File: config.mk
export PLATFORM = sky130hd
export DESIGN_NAME = scd_clock_control
export DESIGN_NICKNAME = d
export VERILOG_FILES = /design/src/pkg/scd_pkg.sv /design/src/pkg/scd_div_if.sv /design/src/verilog/scd_clock_control.sv /design/src/verilog/scd_divider.sv
export SDC_FILE = /design/constraint.sdc
export NUM_CORES = 1
export LEC_CHECK = 0
export ABC_AREA = 0
export BUFFER_PORTS_ARGS = -buffer_cell sky130_fd_sc_hd__buf_2
export CORE_MARGIN = 2
export CORE_UTILIZATION = 55
export CTS_CLUSTER_DIAMETER = 120
export DETAILED_ROUTE_END_ITERATION = 16
export PLACE_DENSITY = 0.76
export SETUP_SLACK_MARGIN = 0.3
export SYNTH_ARGS = -nofsm -noshare
export SYNTH_HDL_FRONTEND = slang
export SYNTH_HIERARCHICAL = 1
export SYNTH_SLANG_ARGS = --single-unit
File: constraint.sdc
create_clock -name clk -period 12.3 [get_ports clk]
set_input_delay 0.615 -clock clk [delete_from_list [all_inputs] [get_ports clk]]
set_output_delay 0.615 -clock clk [all_outputs]
set_load 0.01 [all_outputs]
File: src/pkg/scd_pkg.sv
// Constants and types for the system clock divider and bank-5 mux control
package scd_pkg;
    // Register map, byte addresses
    localparam logic [15:0] CLOCK_DIVIDE_AND_MUX_CONTROL_OFFSET = 16'h3000;
    localparam logic [15:0] CLOCK_STATUS_OFFSET = 16'h3040;
    localparam logic [31:0] CLOCK_DIVIDE_AND_MUX_CONTROL_RESET = 32'h0000_0000;
    // Control field positions
    localparam int DIV_LSB = 0;
    localparam int DIV_W = 16;
    localparam int WAIT_EN_BIT = 16;
    localparam int MUX_EN_BIT = 17;
    localparam int ADDR_CYC_LSB = 18;
    localparam int ADDR_CYC_W = 2;
    localparam int TEST_BIT = 31;
    // Bits that hold storage; the rest read as zero
    localparam logic [31:0] CTRL_WRITABLE_MASK = 32'h800f_ffff;
    // Status field positions
    localparam int ST_SRC_SEL_BIT = 0;
    localparam int ST_PLL_LOCK_BIT = 1;
    localparam int ST_ADDR_PHASE_BIT = 2;
    localparam int ST_WAIT_STALL_BIT = 3;
    localparam int ST_SYS_LEVEL_BIT = 4;
    // Timing
    localparam int CLK_PERIOD_PS = 5000;
    localparam int PLL_MULTIPLY_FACTOR = 5;
    localparam int PERIOD_W = 16;
    localparam logic [PERIOD_W-1:0] PERIOD_MAX = 16'hffff;
    localparam logic [2:0] PLL_FACTOR_M1 = 3'h4;
    typedef enum logic [1:0] {
        SCD_IDLE = 2'b00,
        SCD_ADDR = 2'b01,
        SCD_DATA = 2'b11
    } scd_bus_state_t;
endpackage

File: src/pkg/scd_div_if.sv
// Carrier between the clock control top and its power-of-two divider
`timescale 1ns/1ps
interface scd_div_if;
    import scd_pkg::*;
    logic src_tick;
    logic src_level;
    logic [DIV_W-1:0] div_sel;
    logic sys_tick;
    logic sys_level;
    modport ctrl (output src_tick, output src_level, output div_sel,
                  input sys_tick, input sys_level);
    modport div (input src_tick, input src_level, input div_sel,
                 output sys_tick, output sys_level);
endinterface

File: src/verilog/scd_clock_control.sv
// System clock source select, divider control and bank-5 mux bus timing
`timescale 1ns/1ps
module scd_clock_control
(
    input wire logic clk,
    input wire logic rst,
    input wire logic [15:0] avs_address,
    input wire logic avs_read,
    input wire logic avs_write,
    input wire logic [31:0] avs_writedata,
    input wire logic [3:0] avs_byteenable,
    output logic [31:0] avs_readdata,
    output logic avs_waitrequest,
    input wire logic clock_source_select_pin,
    input wire logic external_clock_input,
    output logic undivided_internal_clock,
    output logic system_clock,
    output logic cpu_clock_en,
    output logic periph_clock_en,
    output logic test_mode,
    input wire logic rom5_chip_select,
    input wire logic rom5_wait_n,
    output logic rom5_addr_phase,
    output logic rom5_wait_stall
);
    import scd_pkg::*;

    // Byte-lane merge for control register writes, the only writable register
    function automatic logic [31:0] be_merge(input logic [31:0] old, input logic [31:0] wd,
                                             input logic [3:0] be);
        logic [31:0] r;
        r = old;
        for (int b = 0; b < 4; b++)
        begin
            if (be[b])
            begin
                r[8*b +: 8] = wd[8*b +: 8];
            end
        end
        return r;
    endfunction

    scd_div_if dif ();

    // ---------------- Avalon slave, one wait state ----------------
    logic ack_q;
    logic [31:0] ctrl_q;
    logic [31:0] ctrl_d;
    logic [31:0] rdata_q;
    logic [31:0] status_w;
    wire req = avs_read || avs_write;
    wire sel_ctrl = (avs_address == CLOCK_DIVIDE_AND_MUX_CONTROL_OFFSET);
    wire sel_stat = (avs_address == CLOCK_STATUS_OFFSET);
    wire wr_ctrl = avs_write && ack_q && sel_ctrl;
    assign ctrl_d = wr_ctrl ? (be_merge(ctrl_q, avs_writedata, avs_byteenable)
                               & CTRL_WRITABLE_MASK) : ctrl_q;
    wire [31:0] rd_mux = sel_ctrl ? ctrl_q : (sel_stat ? status_w : 32'h0000_0000);
    assign avs_waitrequest = req && !ack_q;
    assign avs_readdata = rdata_q;

    always_ff @(posedge clk or posedge rst)
    begin
        if (rst)
        begin
            ack_q <= 1'b0;
            ctrl_q <= CLOCK_DIVIDE_AND_MUX_CONTROL_RESET;
            rdata_q <= 32'h0000_0000;
        end
        else
        begin
            ack_q <= req && !ack_q;
            ctrl_q <= ctrl_d;
            if (avs_read && !ack_q)
            begin
                rdata_q <= rd_mux;
            end
        end
    end

    wire [DIV_W-1:0] div_field = ctrl_q[DIV_LSB +: DIV_W];
    wire wait_en = ctrl_q[WAIT_EN_BIT];
    // mux enable steers the bus timing
    wire mux_en = ctrl_q[MUX_EN_BIT];
    wire [ADDR_CYC_W-1:0] addr_cyc = ctrl_q[ADDR_CYC_LSB +: ADDR_CYC_W];
    assign test_mode = ctrl_q[TEST_BIT];

    // ---------------- PLL model: external period split into factor ticks ----------------
    logic ext_q;
    logic [PERIOD_W-1:0] cyc_q;
    logic [PERIOD_W-1:0] period_q;
    logic [PERIOD_W-1:0] phase_q;
    logic [2:0] nt_q;
    logic lock_q;
    wire ext_rise = external_clock_input && !ext_q;
    wire [PERIOD_W-1:0] step = PERIOD_W'(period_q / PERIOD_W'(PLL_MULTIPLY_FACTOR));
    wire step_ok = lock_q && (step != '0);
    wire phase_end = step_ok && (phase_q >= step - 16'h0001) && (nt_q < PLL_FACTOR_M1);
    wire pll_tick = step_ok && (ext_rise || phase_end);
    wire pll_level = step_ok && (phase_q < (step >> 1));

    always_ff @(posedge clk or posedge rst)
    begin
        if (rst)
        begin
            ext_q <= 1'b0;
            cyc_q <= '0;
            period_q <= '0;
            phase_q <= '0;
            nt_q <= '0;
            lock_q <= 1'b0;
        end
        else
        begin
            ext_q <= external_clock_input;
            if (ext_rise)
            begin
                period_q <= cyc_q + 16'h0001;
                // First edge after reset measures a partial period, so lock waits for the second
                lock_q <= (period_q != '0);
                cyc_q <= '0;
                phase_q <= '0;
                nt_q <= '0;
            end
            else
            begin
                cyc_q <= (cyc_q == PERIOD_MAX) ? cyc_q : cyc_q + 16'h0001;
                phase_q <= phase_end ? '0 : phase_q + 16'h0001;
                nt_q <= phase_end ? nt_q + 3'h1 : nt_q;
            end
        end
    end

    // ---------------- Source select and divider ----------------
    // pin picks source
    wire src_tick = clock_source_select_pin ? ext_rise : pll_tick;
    wire src_level = clock_source_select_pin ? external_clock_input : pll_level;
    assign dif.src_tick = src_tick;
    assign dif.src_level = src_level;
    assign dif.div_sel = div_field;
    assign undivided_internal_clock = src_level;

    scd_divider u_div
    (
        .clk(clk),
        .rst(rst),
        .dv(dif.div)
    );

    // divided clock to core and peripherals
    assign cpu_clock_en = dif.sys_tick;
    assign periph_clock_en = dif.sys_tick;
    assign system_clock = dif.sys_level;
    wire mclk_tick = dif.sys_tick;

    // ---------------- Bank-5 address phase and wait check ----------------
    scd_bus_state_t st_q;
    scd_bus_state_t st_d;
    logic [1:0] ac_q;
    logic [1:0] ac_d;
    logic cs_q;
    logic wpend_q;
    logic stall_q;
    wire cs_rise = rom5_chip_select && !cs_q;
    // Code 11 is undefined; it is held to the longest defined phase
    wire [1:0] ac_last = (addr_cyc == 2'b11) ? 2'b10 : addr_cyc;

    always_comb
    begin
        st_d = st_q;
        ac_d = ac_q;
        unique case (st_q)
            SCD_IDLE:
            begin
                ac_d = 2'b00;
                if (cs_rise)
                begin
                    st_d = mux_en ? SCD_ADDR : SCD_DATA;
                end
            end
            SCD_ADDR:
            begin
                if (!rom5_chip_select)
                begin
                    st_d = SCD_IDLE;
                end
                else if (mclk_tick && ac_q == ac_last)
                begin
                    st_d = SCD_DATA;
                end
                else if (mclk_tick)
                begin
                    ac_d = ac_q + 2'b01;
                end
            end
            SCD_DATA:
            begin
                if (!rom5_chip_select)
                begin
                    st_d = SCD_IDLE;
                end
            end
            default:
            begin
                st_d = SCD_IDLE;
            end
        endcase
    end

    always_ff @(posedge clk or posedge rst)
    begin
        if (rst)
        begin
            st_q <= SCD_IDLE;
            ac_q <= 2'b00;
            cs_q <= 1'b0;
            wpend_q <= 1'b0;
            stall_q <= 1'b0;
        end
        else
        begin
            st_q <= st_d;
            ac_q <= ac_d;
            cs_q <= rom5_chip_select;
            // sample wait on the first memory clock enable after select
            wpend_q <= rom5_chip_select && wait_en && (cs_rise || (wpend_q && !mclk_tick));
            if (!rom5_chip_select || !wait_en)
            begin
                stall_q <= 1'b0;
            end
            else if ((wpend_q || stall_q) && mclk_tick)
            begin
                stall_q <= !rom5_wait_n;
            end
        end
    end

    assign rom5_addr_phase = (st_q == SCD_ADDR);
    assign rom5_wait_stall = stall_q;

    always_comb
    begin
        status_w = 32'h0000_0000;
        status_w[ST_SRC_SEL_BIT] = clock_source_select_pin;
        status_w[ST_PLL_LOCK_BIT] = lock_q;
        status_w[ST_ADDR_PHASE_BIT] = rom5_addr_phase;
        status_w[ST_WAIT_STALL_BIT] = stall_q;
        status_w[ST_SYS_LEVEL_BIT] = dif.sys_level;
    end
endmodule

File: src/verilog/scd_divider.sv
// Power-of-two divider of the undivided internal clock enable
`timescale 1ns/1ps
module scd_divider
(
    input wire logic clk,
    input wire logic rst,
    scd_div_if.div dv
);
    import scd_pkg::*;

    // Highest set bit wins if software breaks the one-hot rule
    function automatic logic [DIV_W-1:0] div_limit(input logic [DIV_W-1:0] sel);
        logic [DIV_W-1:0] lim;
        lim = '0;
        for (int i = 0; i < DIV_W; i++)
        begin
            if (sel[i])
            begin
                lim = DIV_W'((32'h1 << i) - 32'h1);
            end
        end
        return lim;
    endfunction

    logic [DIV_W-1:0] cnt_q;
    logic [DIV_W-1:0] cnt_d;
    logic level_q;
    logic level_d;
    wire [DIV_W-1:0] limit = div_limit(dv.div_sel);
    wire undivided = (dv.div_sel == '0);
    wire at_limit = (cnt_q >= limit);

    assign cnt_d = !dv.src_tick ? cnt_q : (at_limit ? '0 : cnt_q + 16'h0001);
    assign dv.sys_tick = dv.src_tick && (undivided || at_limit);
    assign level_d = dv.src_tick ? dv.sys_tick : level_q;
    assign dv.sys_level = undivided ? dv.src_level : level_q;

    always_ff @(posedge clk or posedge rst)
    begin
        if (rst)
        begin
            cnt_q <= '0;
            level_q <= 1'b0;
        end
        else
        begin
            cnt_q <= cnt_d;
            level_q <= level_d;
        end
    end
endmodule

==> run metrics <==
status finished clean; first-pass GRT wire length 35,400 um; Synth Register Bits 120; clock network power share 35.4%; crit path from period_q[14]; initial antenna violation count 0; CP max stage cell dfrtp_1; M2 GR Usage 43.4%; # fillers 1,365; wire per inst 16.6 um; clock slew at reported path FFs 0.06 ns; Pint 0.985 mW; I/O Buffers 77; Yosys top cell area share 33.8%; Post-DP HPWL 15,200 um; endpoints failing setup 0; Data required, critical path 11.69 ns; Worst setup EP type output port; CP Launch Type flop; Worst R2R Setup Slack 1.35 ns; Reg area 3000 um2; combinational share of power 33.6%; post-CTS sizing 0; Die X 131 um; Rows 46; layout net count 1,160; r2r endpoint ac_q[1]; synth warn 6; Leakage 4.53 nW; largest area contributor in the netlist dfrtp_1; DRC viols 0; met3 Usage GRT 6.25%; DP Area 9270 um2; layout cells sized above 1 17.3%; total grt overflow 0; DRT antenna net count 0; Post-synth ARST share 100%; Finished Layout Cells 1,278; power density cells 152 nW/um2; Critical Path AT 10.64 ns; DIE AREA 17,200 um2; Antenna Cells 0; placed insts 1,246; Total Power 1.51 mW; routed wire length 21,200 um; Largest stage delay, worst path 0.74 ns; Inserted Clock Buffers 17; gr busiest metal met2; Tmin final 11.25 ns; RSZ-0062 raised after global routing false; Hold-fix buffers, CTS 0; CP max FO 24; GPL Wtd Cong 0.869; CTS sink count 120; clock skew 0.0157 ns; Total GRT Usage 26.1%; top cells by area, synth dfrtp_1 (34%), ha_1 (7.2%), nand2_1 (5.1%); setup TNS 0 ns; Sw Ratio 34.6%; CTS tree yes; P&R area growth vs syn 11.5%; Setup Fix Bufs, Post-CTS 0; # IOs 100; Die H 131 um; number of global-route vias before repair 7,239; Slew @ Worst Pin 1.07 ns; pin count of the biggest net entering global routing 88; HP Class input pin to async pin; Longest Clk Path Bufs 2; worst reg2reg startpoint period_q[14]; number of vias per cell 5.94; Final Hold Fails 0; DR iter-0 viols 601; sequential element share of the synthesized area 33.8%; H-tree Lvls 4; Max Clock Freq 88.9 MHz; Unique masters post-synth 112; final count of pins violating max slew 0; Via Count 7,589; GRT met1 Usage 34.0%; fin area 9900 um2; Core ar. 15,800 um2; Syn Area/Cell 8.88 um2; worst-skew pair later-pin latency 0.42 ns; WHS 0.125 ns; Final period util 91.5%; VDD IR max 0.000124 V; synthesized instance count 1,000; Max Cap Viol 0; top_reg_cell synth dfrtp_1; Mapped Area 8880 um2; Pre-antenna DRT Iters 5; cells on worst reg2reg path 45; footprint of the multi-input gates 5460 um2; clk root buf clkbuf_16; Initial Util 56.1%; Net Switching 0.520 mW; share of power burned in registers 31.0%; Post-synth EDFFs 0; WS Path Type flop to output port; cell with the most instances on the worst path a21o_1; Slew HR 28.6%
==> flip-flops by register name (all words and copies together) (netlist names), 2 cells and up <==
name	count
ac_q	2
avs_readdata	21
ctrl_q	21
cyc_q	16
nt_q	3
period_q	16
phase_q	16
st_q	2
u_div/cnt_q	16
==> worst max-delay path by stage <==
stage | endpoint | slack, ns
detailed placement | ac_q[1] | 1.52
global placement | ac_q[1] | 1.72
global route | cpu_clock_en | 0.31
floorplan | ac_q[1] | 3.41
finish | periph_clock_en | 1.05
CTS | periph_clock_en | 1.11
==> Yosys cell counts, drive strengths merged, types with 27 or more instances <==
cell,number
ha,51
nor3,27
a21oi,49
nor2,94
inv,27
o21ai,63
nand2,121
dfrtp,120
nand3,32
xnor2,38
buf,32
clkbuf,30
==> cell usage in the layout, fill, tap and decap left out, types with 22 or more instances in the layout <==
master and count:
a21oi_1 46, buf_2 77, dfrtp_1 120, ha_1 51, inv_1 24, mux2_2 22
nand2_1 121, nand3_1 31, nor2_1 93, nor3_1 26, o21ai_0 58, xnor2_1 37
xor2_1 25
==> per-stage QoR <==
step           utilization, %  worst slack, ns
3_5_place_dp             58.6             1.52
4_1_cts                  62.5             1.11
5_1_grt                  62.5            0.311
3_3_place_gp             58.6             1.72
6_report                 62.5             1.05
2_1_floorplan               -             3.41
==> area by class of cell <==
type                       instances  area share (%)
multi-input combinational        798            55.1
sequential                       120            30.3
clock buffer                      18            4.34
timing repair buffer              82            4.27
tap                              216            2.73
clock inverter                    14            1.98
inverter                          30            1.19
==> per-layer routing <==
metal | vias up | part of all wire [%]
met3 | 18 | 6.4
met1 | 3607 | 44
met5 | - | 0
met2 | 230 | 48
li1 | 3734 | -
met4 | 0 | 1.1
==> worst max-delay path: cells and delay by family, from the launching register on <==
kind / cells / cell delay [ns]
xor gates and xnor gates: 2 / 0.37
muxes: 1 / 0.34
buffers and inverters: 5 / 1.17
adders and majority gates: 3 / 0.79
AOI/OAI and AO/OA: 23 / 5.02
and+or+nand+nor: 8 / 1.79
DFF: 1 / 0.74
==> power groups by stage <==
stage	logic, mW	clock network, mW	registers [mW]
after floorplan	0.414	0	0.445
after global placement	0.483	0	0.470
after detailed placement	0.501	0	0.471
after global routing	0.574	0.562	0.470
after CTS	0.508	0.539	0.465
final	0.505	0.534	0.467
==> logic make-up after synthesis <==
family | after synthesis | synth area share [%]
AND/OR/NAND/NOR | 395 | 22.8
AO/OA/AOI/OAI | 238 | 19.6
flip-flops | 120 | 33.8
buffers and inverters | 92 | 5.13
XOR/XNOR | 63 | 6.30
adder cells (fa/ha/maj) | 54 | 7.53
multiplexers | 37 | 4.74
other | 1 | 0.0422
No activity file was read; power rests on OpenSTA's default activity.
